==> src/core/lsp_pkg.sv <==
package lsp_pkg;
    // ----------------------------------------
    // Register indices (byte address = 4 * index)
    // ----------------------------------------
    localparam logic [7:0] ADDR_IDX = 8'h5c; // Software node address
    localparam logic [7:0] REACT_IDX = 8'h5d; // Fault reaction config
    localparam logic [7:0] SAFE_IDX = 8'h5e; // Safe position target
    localparam logic [7:0] IRQ_STAT_IDX = 8'h60; // Sticky event status
    localparam logic [7:0] IRQ_MASK_IDX = 8'h61; // Event mask
    localparam logic [7:0] STATE_IDX = 8'h62; // Live state
    localparam logic [7:0] SAVE_IDX = 8'h63; // Save command
    localparam int REG_AW = 10; // Byte address width
    // ----------------------------------------
    // Reset values and save key
    // ----------------------------------------
    localparam logic [15:0] ADDR_RST = 16'h0000;
    localparam logic [15:0] REACT_RST = 16'h0001;
    localparam logic [31:0] SAFE_RST = 32'h0000_0000;
    localparam logic [15:0] SAVE_KEY = 16'h0001; // Write value that saves
    // ----------------------------------------
    // Reaction field positions and codes
    // ----------------------------------------
    localparam int LOSS_LSB = 0;
    localparam int PWRUP_LSB = 2;
    localparam int BAD_LSB = 4;
    localparam logic [1:0] RC_CONTINUE = 2'h0;
    localparam logic [1:0] RC_ABORT = 2'h1;
    localparam logic [1:0] RC_SAFE = 2'h2;
    localparam logic [1:0] RC_RSVD = 2'h3;
    // ----------------------------------------
    // Event bits
    // ----------------------------------------
    localparam int EV_LOSS = 0;
    localparam int EV_BAD = 1;
    localparam int EV_PWRUP = 2;
    localparam int EV_W = 3;
    // ----------------------------------------
    // Timing
    // ----------------------------------------
    localparam longint CLK_HZ = 100_000_000;
    localparam int T15_S = 15;
    localparam int T30_S = 30;
    localparam int T60_S = 60;
    localparam int TICK_MS = 1; // Tick period
    localparam int TICK_CYC = int'(CLK_HZ / 1000 * TICK_MS);
    localparam int T15_TICKS = T15_S * 1000 / TICK_MS;
    localparam int T30_TICKS = T30_S * 1000 / TICK_MS;
    localparam int T60_TICKS = T60_S * 1000 / TICK_MS;
endpackage

==> src/core/lsp_tick.sv <==
`timescale 1ns/1ps
// ----------------------------------------
// Divider: one-cycle enable every DIV cycles
// ----------------------------------------
module lsp_tick #(
    parameter int DIV = 100_000
) (
    input wire logic clk,
    input wire logic srst,
    output logic tick
);
    logic [31:0] cnt_q; // Cycle counter

    // Count up, wrap and pulse
    always_ff @(posedge clk) begin
        if (srst) begin
            cnt_q <= 32'h0000_0000;
            tick <= 1'b0;
        end else if (cnt_q >= 32'(DIV - 1)) begin
            cnt_q <= 32'h0000_0000;
            tick <= 1'b1;
        end else begin
            cnt_q <= cnt_q + 32'h0000_0001;
            tick <= 1'b0;
        end
    end
endmodule

==> src/core/lsp_core.sv <==
`timescale 1ns/1ps
module lsp_core #(
    parameter int TICK_CYC = lsp_pkg::TICK_CYC,
    parameter int T15_TICKS = lsp_pkg::T15_TICKS,
    parameter int T30_TICKS = lsp_pkg::T30_TICKS,
    parameter int T60_TICKS = lsp_pkg::T60_TICKS
) (
    input wire logic clk,
    input wire logic srst,
    // Register port
    input wire logic [lsp_pkg::REG_AW-1:0] reg_addr,
    input wire logic [31:0] reg_wdata,
    input wire logic reg_wr,
    input wire logic reg_rd,
    output logic [31:0] reg_rdata,
    // Pins are asynchronous; all pass the synchronisers below
    // Device pins and link status
    input wire logic switches_fitted,
    input wire logic [7:0] switch_addr,
    input wire logic link_up,
    input wire logic iops_bad,
    input wire logic restart_req,
    // Outputs to naming and motion
    output logic [15:0] node_addr,
    output logic use_sw_name,
    output logic use_switch_addr,
    output logic use_ctrl_name,
    output logic save_pulse,
    output logic abort_req,
    output logic safe_run_req,
    output logic [31:0] safe_target,
    output logic irq
);
    // ----------------------------------------
    // Pin synchronisers
    // ----------------------------------------
    // Every pin runs three flops deep; a level is taken only when
    // the last two agree, which also filters one-cycle glitches
    logic [2:0] up_s_q; // Link up, three stages
    logic [2:0] bad_s_q; // IOPS BAD, three stages
    logic [2:0] fit_s_q; // Switches fitted
    logic [2:0] rst_s_q; // Restart request
    logic [7:0] sw_s1_q, sw_s2_q, sw_s3_q; // Switch value
    logic up_q, bad_q, fit_q, rstreq_q; // Filtered levels
    logic [7:0] sw_q; // Filtered switches

    // Shift pins in; stage 0 read only by stage 1
    always_ff @(posedge clk) begin
        up_s_q <= {up_s_q[1:0], link_up};
        bad_s_q <= {bad_s_q[1:0], iops_bad};
        fit_s_q <= {fit_s_q[1:0], switches_fitted};
        rst_s_q <= {rst_s_q[1:0], restart_req};
        sw_s1_q <= switch_addr;
        sw_s2_q <= sw_s1_q;
        sw_s3_q <= sw_s2_q;
    end

    // Reset clears only the filtered levels; the raw stages need none
    // Accept a change once stages two and three agree
    always_ff @(posedge clk) begin
        if (srst) begin
            up_q <= 1'b0;
            bad_q <= 1'b0;
            fit_q <= 1'b0;
            rstreq_q <= 1'b0;
            sw_q <= 8'h00;
        end else begin
            if (up_s_q[1] == up_s_q[2]) up_q <= up_s_q[2];
            if (bad_s_q[1] == bad_s_q[2]) bad_q <= bad_s_q[2];
            if (fit_s_q[1] == fit_s_q[2]) fit_q <= fit_s_q[2];
            if (rst_s_q[1] == rst_s_q[2]) rstreq_q <= rst_s_q[2];
            if (sw_s2_q == sw_s3_q) sw_q <= sw_s3_q;
        end
    end

    // ----------------------------------------
    // Helpers
    // ----------------------------------------
    // Shared by the loss and provider-bad fields
    // Reserved code maps to abort so a fault never runs on
    function automatic logic [1:0] eff_code(input logic [1:0] c);
        eff_code = (c == lsp_pkg::RC_RSVD) ? lsp_pkg::RC_ABORT : c;
    endfunction

    // Register decode on a word-aligned byte address
    function automatic logic hit(input logic [lsp_pkg::REG_AW-1:0] a, input logic [7:0] idx);
        hit = (a == {idx, 2'b00});
    endfunction

    // ----------------------------------------
    // Registers
    // ----------------------------------------
    logic [15:0] addr_q; // Written software address
    logic [15:0] saved_addr_q; // Saved copy, survives restart
    logic [15:0] active_addr_q; // Address in effect
    logic [15:0] react_q; // Reaction config
    logic [31:0] safe_q; // Signed safe target
    logic [lsp_pkg::EV_W-1:0] stat_q; // Sticky events
    logic [lsp_pkg::EV_W-1:0] mask_q; // Event mask
    logic [lsp_pkg::EV_W-1:0] ev; // Event pulses this cycle

    // Only the low half is kept for the 16-bit registers
    // Parameter writes
    always_ff @(posedge clk) begin
        if (srst) begin
            addr_q <= lsp_pkg::ADDR_RST;
            react_q <= lsp_pkg::REACT_RST;
            safe_q <= lsp_pkg::SAFE_RST;
        end else if (reg_wr) begin
            if (hit(reg_addr, lsp_pkg::ADDR_IDX)) addr_q <= reg_wdata[15:0];
            if (hit(reg_addr, lsp_pkg::REACT_IDX)) react_q <= reg_wdata[15:0];
            if (hit(reg_addr, lsp_pkg::SAFE_IDX)) safe_q <= reg_wdata;
        end
    end

    // Any other value in the low half written to the save index does nothing
    // Save command latches the address for the next restart
    always_ff @(posedge clk) begin
        if (srst) begin
            save_pulse <= 1'b0;
        end else begin
            save_pulse <= reg_wr && hit(reg_addr, lsp_pkg::SAVE_IDX)
                && (reg_wdata[15:0] == lsp_pkg::SAVE_KEY);
        end
    end

    // Limitation: unknown until the first save after power-on
    // Saved copy is nonvolatile in spirit: srst does not clear it
    always_ff @(posedge clk) begin
        if (save_pulse) begin
            saved_addr_q <= addr_q;
        end
    end

    // A write alone never reaches the naming logic; only a save followed by a restart does
    // A held restart request just keeps reloading, which is harmless
    // Active address only loads at restart, never on write
    logic restarting_q; // Restart in progress
    always_ff @(posedge clk) begin
        if (srst) begin
            restarting_q <= 1'b1;
            active_addr_q <= lsp_pkg::ADDR_RST;
        end else if (restarting_q || rstreq_q) begin
            restarting_q <= 1'b0;
            active_addr_q <= saved_addr_q;
        end
    end

    // ----------------------------------------
    // Address and name selection
    // ----------------------------------------
    logic sw_zero; // Switches absent or 00
    assign sw_zero = !fit_q || (sw_q == 8'h00);

    // Priority: switches, then software address, then controller name
    // Exactly one source is named in every branch except reset, which names none
    // Registered naming outputs
    always_ff @(posedge clk) begin
        if (srst) begin
            node_addr <= 16'h0000;
            use_sw_name <= 1'b0;
            use_switch_addr <= 1'b0;
            use_ctrl_name <= 1'b0;
        end else if (!sw_zero) begin
            node_addr <= {8'h00, sw_q};
            use_sw_name <= 1'b0;
            use_switch_addr <= 1'b1;
            use_ctrl_name <= 1'b0;
        end else if (active_addr_q != 16'h0000) begin
            node_addr <= active_addr_q;
            use_sw_name <= 1'b1;
            use_switch_addr <= 1'b0;
            use_ctrl_name <= 1'b0;
        end else begin
            node_addr <= 16'h0000;
            use_sw_name <= 1'b0;
            use_switch_addr <= 1'b0;
            use_ctrl_name <= 1'b1;
        end
    end

    // ----------------------------------------
    // Link supervision
    // ----------------------------------------
    // Link timing counts in ticks so the compare stays cheap
    logic up_d1_q, bad_d1_q; // Previous levels
    logic seen_q; // Link has existed
    logic pwr_wait_q; // Power-up wait running
    logic [31:0] ms_q; // Elapsed ticks
    logic tick; // Millisecond enable

    // One divider serves every slow count in the block
    lsp_tick #(.DIV(TICK_CYC)) u_tick (
        .clk(clk),
        .srst(srst),
        .tick(tick)
    );

    // Code 0 gives no limit; the event logic ignores it then
    logic [1:0] pwr_code; // Power-up field
    logic [31:0] pwr_limit; // Tick count for field
    assign pwr_code = react_q[lsp_pkg::PWRUP_LSB +: 2];
    always_comb begin
        case (pwr_code)
            2'h1: pwr_limit = 32'(T15_TICKS);
            2'h2: pwr_limit = 32'(T30_TICKS);
            2'h3: pwr_limit = 32'(T60_TICKS);
            default: pwr_limit = 32'h0000_0000;
        endcase
    end

    // seen_q never clears outside reset, so a second loss still reacts
    // Edge history and connection memory
    always_ff @(posedge clk) begin
        if (srst) begin
            up_d1_q <= 1'b0;
            bad_d1_q <= 1'b0;
            seen_q <= 1'b0;
        end else begin
            up_d1_q <= up_q;
            bad_d1_q <= bad_q;
            if (up_q) seen_q <= 1'b1;
        end
    end

    // Power-up timer; stops for good once a link appears
    // Code 0 only pauses it: the field is written after reset, so stopping
    // here would make the power-up run unreachable
    always_ff @(posedge clk) begin
        if (srst) begin
            pwr_wait_q <= 1'b1;
            ms_q <= 32'h0000_0000;
        end else if (up_q || seen_q) begin
            pwr_wait_q <= 1'b0;
        end else if (pwr_wait_q && tick && pwr_code != 2'h0) begin
            ms_q <= ms_q + 32'h0000_0001;
            if (ms_q + 32'h0000_0001 >= pwr_limit) pwr_wait_q <= 1'b0;
        end
    end

    // Each event is a single-cycle pulse; loss and provider-bad come from a filtered edge
    // A loss before any connection cannot fire: seen_q gates it
    // Event pulses
    always_comb begin
        ev = '0;
        // Bit order matches the status register
        ev[lsp_pkg::EV_LOSS] = seen_q && up_d1_q && !up_q;
        ev[lsp_pkg::EV_BAD] = bad_q && !bad_d1_q;
        ev[lsp_pkg::EV_PWRUP] = pwr_wait_q && tick && !up_q && !seen_q
            && (pwr_code != 2'h0) && (ms_q + 32'h0000_0001 >= pwr_limit);
    end

    // ----------------------------------------
    // Reaction
    // ----------------------------------------
    // Codes resolved once here and shared by both request pulses
    logic [1:0] loss_c, bad_c; // Effective codes
    assign loss_c = eff_code(react_q[lsp_pkg::LOSS_LSB +: 2]);
    assign bad_c = eff_code(react_q[lsp_pkg::BAD_LSB +: 2]);

    // Trade-off: pulses, not levels, so the motion side must latch them
    // Requests: one-cycle pulses; continue raises nothing
    always_ff @(posedge clk) begin
        if (srst) begin
            abort_req <= 1'b0;
            safe_run_req <= 1'b0;
        end else begin
            abort_req <= (ev[lsp_pkg::EV_LOSS] && loss_c == lsp_pkg::RC_ABORT)
                || (ev[lsp_pkg::EV_BAD] && bad_c == lsp_pkg::RC_ABORT);
            safe_run_req <= (ev[lsp_pkg::EV_LOSS] && loss_c == lsp_pkg::RC_SAFE)
                || (ev[lsp_pkg::EV_BAD] && bad_c == lsp_pkg::RC_SAFE)
                || ev[lsp_pkg::EV_PWRUP];
        end
    end

    // Registered copy keeps the target steady beside each pulse
    // Target presented with each safe run
    always_ff @(posedge clk) begin
        if (srst) begin
            safe_target <= lsp_pkg::SAFE_RST;
        end else begin
            safe_target <= safe_q;
        end
    end

    // ----------------------------------------
    // Interrupts
    // ----------------------------------------
    // Clear and event in one cycle: the event stays visible
    // Set wins over write-one-to-clear
    always_ff @(posedge clk) begin
        if (srst) begin
            stat_q <= '0;
            mask_q <= '0;
        end else begin
            if (reg_wr && hit(reg_addr, lsp_pkg::IRQ_MASK_IDX)) begin
                mask_q <= reg_wdata[lsp_pkg::EV_W-1:0];
            end
            if (reg_wr && hit(reg_addr, lsp_pkg::IRQ_STAT_IDX)) begin
                stat_q <= (stat_q & ~reg_wdata[lsp_pkg::EV_W-1:0]) | ev;
            end else begin
                stat_q <= stat_q | ev;
            end
        end
    end

    // Level interrupt, combinational from status and mask
    assign irq = |(stat_q & mask_q);

    // ----------------------------------------
    // Read data, valid one cycle after strobe
    // ----------------------------------------
    // Idle cycles read zero so stale data never lingers
    // Unmapped and write-only indices (the save command) read zero
    always_ff @(posedge clk) begin
        if (srst) begin
            reg_rdata <= 32'h0000_0000;
        end else if (reg_rd) begin
            case (reg_addr[lsp_pkg::REG_AW-1:2])
                lsp_pkg::ADDR_IDX: reg_rdata <= {16'h0000, addr_q};
                lsp_pkg::REACT_IDX: reg_rdata <= {16'h0000, react_q};
                lsp_pkg::SAFE_IDX: reg_rdata <= safe_q;
                lsp_pkg::IRQ_STAT_IDX: reg_rdata <= {29'h0, stat_q};
                lsp_pkg::IRQ_MASK_IDX: reg_rdata <= {29'h0, mask_q};
                lsp_pkg::STATE_IDX: reg_rdata <= {active_addr_q, 12'h000, pwr_wait_q, bad_q, seen_q, up_q};
                default: reg_rdata <= 32'h0000_0000; // Unmapped reads zero
            endcase
        end else begin
            reg_rdata <= 32'h0000_0000;
        end
    end
endmodule

==> config.mk <==
export PLATFORM = sky130hd
export DESIGN_NAME = lsp_core
export DESIGN_NICKNAME = d
export VERILOG_FILES = /design/src/core/lsp_pkg.sv /design/src/core/lsp_tick.sv /design/src/core/lsp_core.sv
export SDC_FILE = /design/constraint.sdc
export NUM_CORES = 1
export LEC_CHECK = 0
export ABC_AREA = 1
export BUFFER_PORTS_ARGS = -buffer_cell sky130_fd_sc_hd__clkbuf_2
export CAP_MARGIN = 40
export CORE_UTILIZATION = 60
export CTS_BUF_LIST = sky130_fd_sc_hd__clkbuf_8
export CTS_CLUSTER_SIZE = 10
export DETAILED_ROUTE_END_ITERATION = 16
export GPL_TIMING_DRIVEN = 1
export PLACE_DENSITY = 0.89
export SYNTH_ARGS = -nofsm -noshare
export SYNTH_HDL_FRONTEND = slang
export SYNTH_HIERARCHICAL = 1
export SYNTH_SLANG_ARGS = --single-unit
==> constraint.sdc <==
create_clock -name clk -period 2.9 [get_ports clk]
set_input_delay 0.58 -clock clk [delete_from_list [all_inputs] [get_ports clk]]
set_output_delay 0.58 -clock clk [all_outputs]
set_load 0.05 [all_outputs]
# == Word-level counts from Yosys, hierarchy flattened ==
# Cells that the tools add are included.
# op_classes
addsub,2
magnitude_cmp,2
eq_ne,27
n_mux,14
bitwise_logic,9
reduce_logical,42
# ops
op,count
case mux 32 bit (6 select lines),1
"adder 32 x 1 -> 32 bit, second input constant",2
"equality test 10 x 9 -> 1 bit, second input constant",6
"equality test 8 x 7 -> 1 bit, second input constant",6
case mux 16 bit (3 select lines),1
"greater-or-equal comparator 32 x 17 -> 1 bit, second input constant",1
greater-or-equal comparator 32 bit,1
logical AND 1 bit,17
"equality test 16 x 1 -> 1 bit, second input constant",1
two-way mux 8 bit,2
nonzero test 16 bit,1
"equality test 2 bit, second input constant",6
AND reduction 2 bit,5
equality test 8 bit,1
zero test 8 bit,1
two-way mux 1 bit,7
AND 3 bit,2
"equality test 2 x 1 -> 1 bit, second input constant",3
logical OR 1 bit,6
OR 3 bit,2
nonzero test 2 bit,3
OR reduction 2 bit,3
OR reduction 3 bit,2
equality test 1 bit,4
5 further kinds,12
# totals
reg_bits,306
inputBits,58
out_inout_bits,87
elab_cells,133

# == Depth between registers and ports, before layout ==
# Gate-level depths: netlist (run 1).
# depth
depth_word,7
mapped_depth,17
mapped_depth_nobuf,17

# == Modules after synthesis ==
# The synthesis (run 1) kept the hierarchy.
# modules_own_cells
mod,n_inst,cells_each,area_per_inst_um2,seq_area_each_um2
lsp_core,1,1275,10364.9,5625.4
lsp_tick,1,150,1260.0,660.6

# == Worst setup path before layout (run 1) ==
# OpenSTA, ideal clock, no wires.
# synth_timing
path_type,register -> register
start,register ms_q[1]
end,register safe_run_req
setup_time_ns,0.132
t_arrival_ns,2.004
required_time_ns,2.768
slack_ns,0.764
stages_incl_launch_ff,16
n_path_buf,0
period_less_slack_ns,2.136
path_cell_list,dfxtp_1 > ha_1 > inv_1 > nor2_2 > nand2_1 > nor2_2 > xor2_1 > ha_1 > nand2_1 > o21ai_0 > nor2_1 > nand2_1 > nor2_1 > nand3_1 > nand2_1 > a21oi_1
# synth_via
elab_chain_len,4
# synth_rtl
element,line,source
start: declaration,lsp_core.sv:189,logic [31:0] ms_q;
start signal: assignment,lsp_core.sv:236,ms_q <= ms_q + 32'h0000_0001;
adder 32 x 1 -> 32 bit,lsp_core.sv:250,&& (pwr_code != 2'h0) && (ms_q + 32'h0000_0001 >= pwr_limit);
greater-or-equal comparator 32 bit,lsp_core.sv:250,
logical AND 1 bit,lsp_core.sv:250,
logical OR 1 bit,lsp_core.sv:272,|| ev[lsp_pkg::EV_PWRUP];
end signal: assignment,lsp_core.sv:270,safe_run_req <= (ev[lsp_pkg::EV_LOSS] && loss_c == lsp_pkg::RC_SAFE)
end: declaration,lsp_core.sv:30,"output logic safe_run_req,"
# No other way between the ends.
# A chain may end at the register's enable or synchronous reset.

# == Final worst setup path (run 1) ==
# layout_timing
start,register ms_q[0]
end,register pwr_wait_q
# layout_via
elab_chain_len,4
# layout_rtl
element,line,source
adder 32 x 1 -> 32 bit,lsp_core.sv:237,if (ms_q + 32'h0000_0001 >= pwr_limit) pwr_wait_q <= 1'b0;
greater-or-equal comparator 32 bit,lsp_core.sv:237,
nonzero test 2 bit (no line),n/a,
AND reduction 2 bit (no line),n/a,
end signal: assignment,lsp_core.sv:231,pwr_wait_q <= 1'b1;
end signal: assignment,lsp_core.sv:234,pwr_wait_q <= 1'b0;
end signal: assignment,lsp_core.sv:237,
end: declaration,lsp_core.sv:188,logic pwr_wait_q;
# No other way between the ends.

==> metrics, run 1 <==
CP max stage cell=dfxtp_1; DIE HEIGHT=about 140 um; R2R Setup Slk=between 0.3 and 0.4 ns; max_slew headroom=between 50 and 60%; Synth Warn #=6; cts bufs inserted=47; min Tclk post-route=2.554 ns; EDFF count, synth=16; GRT Total Usage=29.06%; core footprint=18,830 um^2; Max VDD drop=0.4728 mV; Seq/Total Area, Yosys=54.07%; P per Cell Area=619.7 nW/um^2; part of the cycle the worst path needs=88.08%; area grow syn2layout=17.72%; Worst Skew=0.01294 ns; first-pass GRT wire length=around 46,000 um; gpl congestion=0.9761; average size of a mapped cell=8.158 um^2; area share of the largest cell type after synthesis=between 40 and 50%; dpl ws=0.3885 ns; crit path cell chain=ha_1 > inv_1 > nor2_2 > nand3_1 > xor2_1 > ha_1 > inv_1 > nor3_1 > nor3_1 > a21oi_1 > nor2_1 > nand3_1 > nand2_1 > nand2_1 > nand2_1; CP peak stage delay=roughly 0.40 ns; hold path depth=1; Leakage=5.828 nW; clock tree root buffer cell=clkbuf_8; Die W=between 100 and 150 um; Final Non-Filler Cells=1,896; vias in the first global route=9,797; hold worst-path end=up_s_q[0]$_DFF_P_; Die ar.=19,940 um^2; Netlist cell types=42; worst reg2reg path depth=15; top post-synthesis cells by area=dfxtp_1 (50%), nand2_1 (6.6%), inv_1 (6.2%); setup violators final=0; Clk pin slew, worst setup/hold paths=0.06 ns; clk_lat worst skew=0.57 ns; DR vias=10,110; Final #Nets=1,681; post-route DRC violation count=0; largest net degree at the start of global routing=65; post-route cell area=13,680 um^2; status=finished clean; clk sinks=around 310; final hold violation count=0; share of cells above drive strength 1=16.93%; Crit Path Category=register to register; CTS tree=done; Synth Flop Type=dfxtp_1; Hold Slack=roughly 0.12 ns; # Max-Cap Violations=0; leading area contributor after synthesis=dfxtp_1; reg-to-reg startpoint=ms_q[0]$_SDFFE_PP0P_; RR Endpoint=pwr_wait_q$_SDFFE_PP1P_; Yosys reg bits=306; WP data arrival=about 3.0 ns; Worst-Margin Slew=0.6337 ns; Fillers=around 1,400; # port buffers=144; Max Clk Rate=a little under 400 MHz; CTS Hold Bufs=0; hold crit path type=primary input to register; Worst Setup Start Kind=register; IO Pins=145; crit path max fanout=4; HPWL after detailed placement=19,910 um; DRT antenna net count=0; Crit path top cell by count=nand2_1; Starting Density=61.73%; routed length per instance=15.05 um; post-CTS sizing=0; crit end category=register; Cells after Synth=1,425; total wire length=28,530 um; CTS Buffer Depth=3; Placed Cells=around 1,800; RSZ-0062 raised after global routing=false; antenna violations before repair=0; initial drt markers=between 800 and 900; Netlist Area Pre-Place=11,620 um^2; H-tree Lvls=2; Rows=50; fin worst setup slack=0.3456 ns; # diodes=0; 1st-pass router iterations=5; ys async rst share=0%; global route overflow=0; Hold Crit Start=link_up; vias per inst=5.333; post-CTS setup buffer count=0; setup TNS=0 ns; Post-DP Area=between 10,000 and 15,000 um^2; Critical Path RT=between 3 and 4 ns; count of final max-slew check failures=0
kinds of logic after synthesis:
group / after synthesis / share of synthesized area, %
DFF: 306 / 54.07
and+or+nand+nor: 503 / 18.70
xor gates and xnor gates: 32 / 2.411
adders and majority gates: 23 / 2.476
other: 1 / 0.03226
AOI/OAI and AO/OA: 312 / 14.15
buffers and inverters: 248 / 8.158
cells in the final DEF, fill, tap and decap left out, types with 4 or more instances in the layout:
master,netlist,layout
a211oi_1,4,4
a21oi_1,138,138
a31oi_1,9,9
buf_4,0,17
clkbuf_2,0,144
clkbuf_8,0,60
clkinv_2,0,7
conb_1,1,15
dfxtp_1,290,290
edfxtp_1,16,16
ha_1,23,23
inv_1,193,203
inv_2,4,5
nand2_1,203,203
nand2_2,6,6
nand3_1,48,48
nand3b_1,4,4
nand4_1,12,12
nor2_1,182,182
nor2_2,18,18
nor3_1,10,10
nor4_1,8,8
o21ai_0,104,104
o21ai_1,32,32
o221ai_1,4,4
o22ai_1,10,10
xnor2_1,10,10
xor2_1,22,22
layout make-up:
cell class | instances | area, um^2 | area share [%]
well taps | 260 | 325.3 | 2.377
clock buffers | 60 | 825.8 | 6.035
flip-flops and latches | 306 | 6286 | 45.94
clock inverters | 25 | 209.0 | 1.527
multi-input cells | 885 | 4443 | 32.47
repair buffers | 161 | 848.3 | 6.199
inverters | 199 | 747.0 | 5.459
cells in the mapped netlist (10+ instances only):
master,number
ha_1,23
nand4_1,12
nand3_1,48
o21ai_0,104
a21oi_1,138
clkbuf_1,34
nor2_2,18
edfxtp_1,16
xor2_1,22
nor3_1,10
o21ai_1,32
o22ai_1,10
nand2_1,203
xnor2_1,10
dfxtp_1,290
nor2_1,182
inv_1,193
sequential cells by signal, indices dropped and copies added, names as in the netlist, 32 cells and up:
register,flops
safe_q,32
ms_q,32
safe_target,32
reg_rdata,32
u_tick/cnt_q,32
metal layers:
layer	share of wire (%)	vias to the layer above	GRT usage [%]	routed length [um]
met2	48	468	49.27	13660
met1	42	4646	36.69	11900
li1	-	4937	-	-
met5	0	-	0	0
met4	2.6	0	11.56	744
met3	7.8	60	5.197	2228
worst max path at each step:
stage | startpoint | endpoint | slack (ns) | depth (start not counted)
final | ms_q[0]$_SDFFE_PP0P_ | pwr_wait_q$_SDFFE_PP1P_ | 0.35 | 15
after global routing | ms_q[0]$_SDFFE_PP0P_ | safe_run_req$_SDFF_PP0_ | 0.004 | 14
after CTS | ms_q[0]$_SDFFE_PP0P_ | safe_run_req$_SDFF_PP0_ | 0.37 | 15
after detailed placement | ms_q[0]$_SDFFE_PP0P_ | safe_run_req$_SDFF_PP0_ | 0.39 | 14
after global placement | ms_q[1]$_SDFFE_PP0P_ | stat_q[2]$_SDFF_PP0_ | 0.50 | 15
after floorplan | ms_q[1]$_SDFFE_PP0P_ | safe_run_req$_SDFF_PP0_ | 0.76 | 15
power breakdown:
group,total [mW],switching [mW],internal (mW),leakage [nW]
combinational,0.303,0.211,0.0919,2.74
sequential,4.36,0.0470,4.31,2.51
clock,3.82,1.67,2.15,0.571
total,8.48,1.93,6.55,5.83
critical path, delay by kind of cell, from the launching register on:
| kind | cells | cell delay [ns] |
|---|---|---|
| buffers and inverters | 2 | 0.14 |
| xor gates and xnor gates | 1 | 0.22 |
| and+or+nand+nor | 9 | 1.01 |
| adders and majority gates | 2 | 0.51 |
| DFF | 1 | 0.40 |
| AOI/OAI and AO/OA | 1 | 0.15 |
per-stage QoR:
| stage | power (mW) | util, % |
|---|---|---|
| after floorplan | 4.618 | - |
| after global placement | 4.735 | 67.18 |
| after detailed placement | 4.745 | 67.18 |
| after CTS | 8.515 | 72.67 |
| after global routing | 8.750 | 72.67 |
| final | 8.481 | 72.67 |
Note: power is estimated with default switching activity, not from simulation.
==> run 2, diff against run 1 <==
CORE_UTILIZATION = 50   (was 60)
PLACE_DENSITY = 0.77   (was 0.89)
==> run 2 against run 1 <==
  * Sequential share of layout area down 0.18 points
  * Largest power group unchanged
  * Utilization down 12 points
  * Maximum frequency up 2.3%
==> metrics, run 2 (synthesized netlist as in run 1, its figures left out) <==
total wire length=27,660 um (was 28,530 um); clk_lat worst skew=0.57 ns (about the same); CP peak stage delay=0.39 ns (was 0.40 ns); H-tree Lvls=2 (unchanged); Crit Path Category=register to register (unchanged); Leakage=5.851 nW (was 5.828 nW); area grow syn2layout=18.17% (was 17.72%); start point of the critical path=ms_q[0]$_SDFFE_PP0P_ (unchanged); Final Non-Filler Cells=1,928 (was 1,896); max_slew headroom=40.08% (was 57.75%); number of cells on the critical path=14 (was 15); setup violators final=0 (unchanged); WP buf/inv=1 (was 2); global route overflow=0 (unchanged); Worst Setup Start Kind=register (unchanged); power share of the clock group=45.1% (was 45.0%); 1st-pass router iterations=5 (unchanged); worst reg2reg path depth=14 (was 15); Seq. cell area=6286 um^2 (unchanged); Multi-input gate area=4443 um^2 (unchanged); Die ar.=23,860 um^2 (was 19,940 um^2); gpl congestion=0.9503 (was 0.9761); Logic pwr share=3.5% (was 3.6%); crit end category=register (unchanged); RSZ-0062 raised after global routing=false (unchanged); R2R Setup Slk=0.40 ns (was 0.35 ns); sequential power share=51.4% (about the same); Placed Cells=1,837 (was 1,811); Starting Density=51.19% (was 61.73%); Switching Power=1.923 mW (was 1.926 mW); setup TNS=0 ns (unchanged); Die W=154.5 um (was 141.2 um); P per Cell Area=617.3 nW/um^2 (was 619.7 nW/um^2); Worst Setup EP=stat_q[2]$_SDFF_PP0_ (was pwr_wait_q$_SDFFE_PP1P_); CTS Hold Bufs=0 (unchanged); Largest delay share family, worst path=simple AND/OR/NAND/NOR gates (unchanged); vias in the first global route=9,472 (was 9,797); Worst Skew=0.02421 ns (was 0.01294 ns); post-CTS setup buffer count=0 (unchanged); Max Clk Rate=400.4 MHz (was 391.5 MHz); Clk pin slew, worst setup/hold paths=0.06 ns (about the same); Net Sw Frac=22.68% (was 22.72%); Int Power=6.556 mW (was 6.554 mW); crit path cell chain=inv_1 > nor2_2 > nand2_2 > nor2_4 > xor2_1 > ha_1 > a21oi_1 > o21ai_0 > nor2_1 > nand2_1 > nor2_1 > nand3_1 > nand2_1 > a21oi_1 (was ha_1 > inv_1 > nor2_2 > nand3_1 > xor2_1 > ha_1 > inv_1 > nor3_1 > nor3_1 > a21oi_1 > nor2_1 > nand3_1 > nand2_1 > nand2_1 > nand2_1); antenna violations before repair=1 (was 0); vias per inst=5.045 (was 5.333); GRT Total Usage=23.55% (was 29.06%); clock tree root buffer cell=clkbuf_8 (unchanged); WP data arrival=2.93 ns (was 2.99 ns); post-route DRC violation count=0 (unchanged); first-pass GRT wire length=45,600 um (was 46,350 um); RR Endpoint=stat_q[2]$_SDFF_PP0_ (was pwr_wait_q$_SDFFE_PP1P_); reg-to-reg startpoint=ms_q[0]$_SDFFE_PP0P_ (unchanged); CTS Buffer Depth=3 (unchanged); commonest cells after routing, fill and taps aside=dfxtp_1 (290), inv_1 (207), nand2_1 (203) (was dfxtp_1 (290), inv_1 (203), nand2_1 (203)); largest net degree at the start of global routing=65 (unchanged); most common cell after layout, fill and taps aside=dfxtp_1 (unchanged); min Tclk post-route=2.498 ns (was 2.554 ns); crit path max fanout=7 (was 4); post-CTS sizing=0 (unchanged); status=finished clean (unchanged); DIE HEIGHT=154.5 um (was 141.2 um); # port buffers=144 (unchanged); hold crit path type=primary input to register (unchanged); Final #Nets=1,684 (was 1,681); DR vias=9,727 (was 10,110); Power Total=8.480 mW (was 8.481 mW); # Max-Cap Violations=0 (unchanged); HPWL after detailed placement=20,080 um (was 19,910 um); IO Pins=145 (unchanged); final hold violation count=0 (unchanged); count of final max-slew check failures=0 (unchanged); Fillers=1,971 (was 1,381); part of the cycle the worst path needs=86.12% (was 88.08%); Critical Path RT=3.33 ns (was 3.34 ns); initial drt markers=650 (was 813); clk sinks=306 (unchanged); cts bufs inserted=49 (was 47); CTS tree=done (unchanged); Rows=55 (was 50); CP max stage cell=dfxtp_1 (unchanged); Worst-Margin Slew=0.8966 ns (was 0.6337 ns); share of cells above drive strength 1=16.87% (was 16.93%); Max VDD drop=0.4376 mV (was 0.4728 mV); routed length per instance=14.35 um (was 15.05 um); DRT antenna net count=0 (unchanged); core footprint=22,710 um^2 (was 18,830 um^2)
==> run 2: power by group through the flow <==
stage | Combinational (mW) | Clock, mW | Sequential, mW
final | 0.299 | 3.82 | 4.36
after global placement | 0.293 | 0 | 4.45
after global routing | 0.329 | 4.13 | 4.36
after detailed placement | 0.297 | 0 | 4.45
after CTS | 0.298 | 3.90 | 4.36
after floorplan | 0.143 | 0 | 4.47
==> run 2: per-layer routing <==
| layer | routed length [um] | GRT usage [%] | vias up |
|---|---|---|---|
| met5 | 0 | 0 | - |
| met4 | 682 | 8.675 | 0 |
| met3 | 1730 | 4.987 | 54 |
| met2 | 12960 | 39.37 | 287 |
| met1 | 12290 | 29.97 | 4446 |
| li1 | - | - | 4940 |
==> run 2: worst min-delay path by stage <==
stage,end,from,depth (start not counted),slack [ns]
2_1_floorplan,bad_s_q[1]$_DFF_P_,bad_s_q[0]$_DFF_P_,0,0.31
3_3_place_gp,bad_s_q[1]$_DFF_P_,bad_s_q[0]$_DFF_P_,0,0.31
3_5_place_dp,sw_s2_q[7]$_DFF_P_,sw_s1_q[7]$_DFF_P_,0,0.31
4_1_cts,sw_s1_q[6]$_DFF_P_,switch_addr[6],1,0.1
5_1_grt,sw_s1_q[7]$_DFF_P_,switch_addr[7],1,0.1
6_report,up_s_q[0]$_DFF_P_,link_up,1,0.13
==> run 2: cell type report <==
| type | count | share of cell area (%) |
|---|---|---|
| sequential | 306 | 45.76 |
| multi-input combinational | 885 | 32.34 |
| timing repair buffer | 162 | 6.230 |
| clock buffer | 60 | 6.011 |
| inverter | 199 | 5.438 |
| tap | 285 | 2.596 |
| clock inverter | 30 | 1.603 |
| antenna | 1 | 0.01822 |
==> run 2: per-stage QoR <==
stage / utilization [%] / worst slack [ns] / area, um^2 / hold WS, ns
detailed placement: 55.87 / 0.4526 / 12690 / 0.3150
finish: 60.49 / 0.4025 / 13740 / 0.1288
CTS: 60.48 / 0.4388 / 13730 / 0.09569
global route: 60.48 / 0.09046 / 13730 / 0.09748
global placement: 55.87 / 0.5120 / 12690 / 0.3111
floorplan: - / 0.7637 / 11680 / 0.3096
==> run 3, diff against run 2 <==
PLACE_DENSITY = 0.76   (was 0.77)
==> run 3 against run 2 <==
  * Die area unchanged
  * Clock skew up 0.018 ns
  * Critical path depth down 1
  * Non-clock buffer count unchanged
  * Final area up 0.32%
  * Maximum frequency down 1.3%
  * Global-route usage about the same
  * Flip-flop and latch count unchanged
  * Worst setup slack worse by 0.034 ns
  * Cell count up 0.10%
  * Via count up 1.4%
  * Power up 1.2%
  * Largest cell class unchanged
==> metrics, run 3 (synthesized netlist as in run 1, its figures left out) <==
core footprint=22,710 um^2 (unchanged); RSZ-0062 raised after global routing=false (unchanged); post-CTS setup buffer count=0 (unchanged); WP data arrival=2.95 ns (was 2.93 ns); part of the cycle the worst path needs=87.29% (was 86.12%); clk sinks=306 (unchanged); Worst-Margin Slew=0.7720 ns (was 0.8966 ns); CTS tree=done (unchanged); Crit Path Category=register to register (unchanged); DRT antenna net count=0 (unchanged); gpl congestion=0.9402 (was 0.9503); vias per inst=5.109 (was 5.045); hold crit path type=primary input to register (unchanged); Leakage=5.841 nW (was 5.851 nW); commonest cells after routing, fill and taps aside=dfxtp_1 (290), nand2_1 (203), inv_1 (200) (was dfxtp_1 (290), inv_1 (207), nand2_1 (203)); share of cells above drive strength 1=17.21% (was 16.87%); total wire length=28,130 um (was 27,660 um); DR vias=9,860 (was 9,727); Hold Slack=0.1246 ns (was 0.1288 ns); clock tree root buffer cell=clkbuf_8 (unchanged); Worst Skew=0.04249 ns (was 0.02421 ns); # port buffers=144 (unchanged); min Tclk post-route=2.531 ns (was 2.498 ns); dpl ws=0.3450 ns (was 0.4526 ns); Worst Setup Start Kind=register (unchanged); CTS Hold Bufs=0 (unchanged); H-tree Lvls=2 (unchanged); IO Pins=145 (unchanged); DIE HEIGHT=154.5 um (unchanged); Critical Path RT=3.32 ns (was 3.33 ns); 1st-pass router iterations=6 (was 5); area grow syn2layout=18.54% (was 18.17%); routed length per instance=14.57 um (was 14.35 um); Power Total=8.582 mW (was 8.480 mW); HPWL after detailed placement=20,360 um (was 20,080 um); CTS Buffer Depth=3 (unchanged); largest net degree at the start of global routing=69 (was 65); cts bufs inserted=49 (unchanged); Starting Density=51.19% (unchanged); crit end category=register (unchanged); global route overflow=0 (unchanged); Clk pin slew, worst setup/hold paths=0.07 ns (was 0.06 ns); first-pass GRT wire length=45,130 um (was 45,600 um); setup TNS=0 ns (unchanged); count of final max-slew check failures=0 (unchanged); # Max-Cap Violations=0 (unchanged); fin worst setup slack=0.3686 ns (was 0.4025 ns); clk_lat worst skew=0.58 ns (was 0.57 ns); Die ar.=23,860 um^2 (unchanged); P per Cell Area=622.8 nW/um^2 (was 617.3 nW/um^2); crit path max fanout=4 (was 7); Max Clk Rate=395.0 MHz (was 400.4 MHz); status=finished clean (unchanged); Max VDD drop=0.5100 mV (was 0.4376 mV); Rows=55 (unchanged); final hold violation count=0 (unchanged); max_slew headroom=48.41% (was 40.08%); vias in the first global route=9,415 (was 9,472); antenna violations before repair=1 (unchanged); R2R Setup Slk=0.37 ns (was 0.40 ns); GRT Total Usage=23.54% (was 23.55%); post-CTS sizing=0 (unchanged); most common cell after layout, fill and taps aside=dfxtp_1 (unchanged); initial drt markers=670 (was 650); Die W=154.5 um (unchanged); Final #Nets=1,684 (unchanged); setup violators final=0 (unchanged); post-route DRC violation count=0 (unchanged)
[run 3: cell types whose count changed in the layout (fill, tap and decap cells not counted)]
| cell | change |
|---|---|
| clkinv_8 | +1 |
| clkinv_1 | +3 |
| clkinvlp_4 | +2 |
| inv_1 | -7 |
| clkbuf_8 | +5 |
| inv_8 | -1 |
| bufinv_16 | -1 |
[run 3: path summary, 6_finish.rpt]
path,start,end,cells after the start
max reg2reg,ms_q[0]$_SDFFE_PP0P_,stat_q[2]$_SDFF_PP0_,13
min,link_up,up_s_q[0]$_DFF_P_,1
max,ms_q[0]$_SDFFE_PP0P_,stat_q[2]$_SDFF_PP0_,13
min reg2reg,up_s_q[0]$_DFF_P_,up_s_q[1]$_DFF_P_,0
[run 3: where the power goes]
part | total (mW) | internal (mW) | switching [mW]
logic | 0.303 | 0.0919 | 0.211
registers | 4.36 | 4.31 | 0.0448
clock network | 3.92 | 2.21 | 1.72
[run 3: through the flow]
stage / area, um^2 / instances / utilization [%]
CTS: 13780 / 1929 / 60.67
detailed placement: 12690 / 1837 / 55.87
finish: 13780 / 1930 / 60.68
global placement: 12690 / 1837 / 55.87
global route: 13780 / 1929 / 60.67
floorplan: 11680 / 1439 / -
[run 3: layer usage]
metal | up-vias | GRT usage (%) | wire length (um)
li1 | 4949 | - | -
met1 | 4513 | 29.05 | 12010
met2 | 338 | 40.03 | 13430
met3 | 60 | 5.043 | 1923
met4 | 0 | 9.477 | 761
met5 | - | 0 | 0
[run 3: area by class of cell]
| class | instances | area [um^2] |
|---|---|---|
| fill | 2018 | 8929 |
| sequential | 306 | 6286 |
| multi-input combinational | 885 | 4443 |
| clock buffer | 65 | 894.6 |
| timing repair buffer | 162 | 855.8 |
| inverter | 199 | 747.0 |
| tap | 285 | 356.6 |
| clock inverter | 27 | 195.2 |
| antenna | 1 | 2.502 |
[run 3: worst max-delay path, cell delays in order, from the launching register on]
cell	delay, ns
dfxtp_1	0.39
inv_1	0.10
nor2_2	0.22
nand3_1	0.21
xor2_1	0.21
ha_1	0.34
a21oi_1	0.19
nor3_1	0.07
nor3_1	0.18
a21oi_1	0.10
nor2_1	0.08
nand3_1	0.13
nand2_1	0.11
a21oi_1	0.07
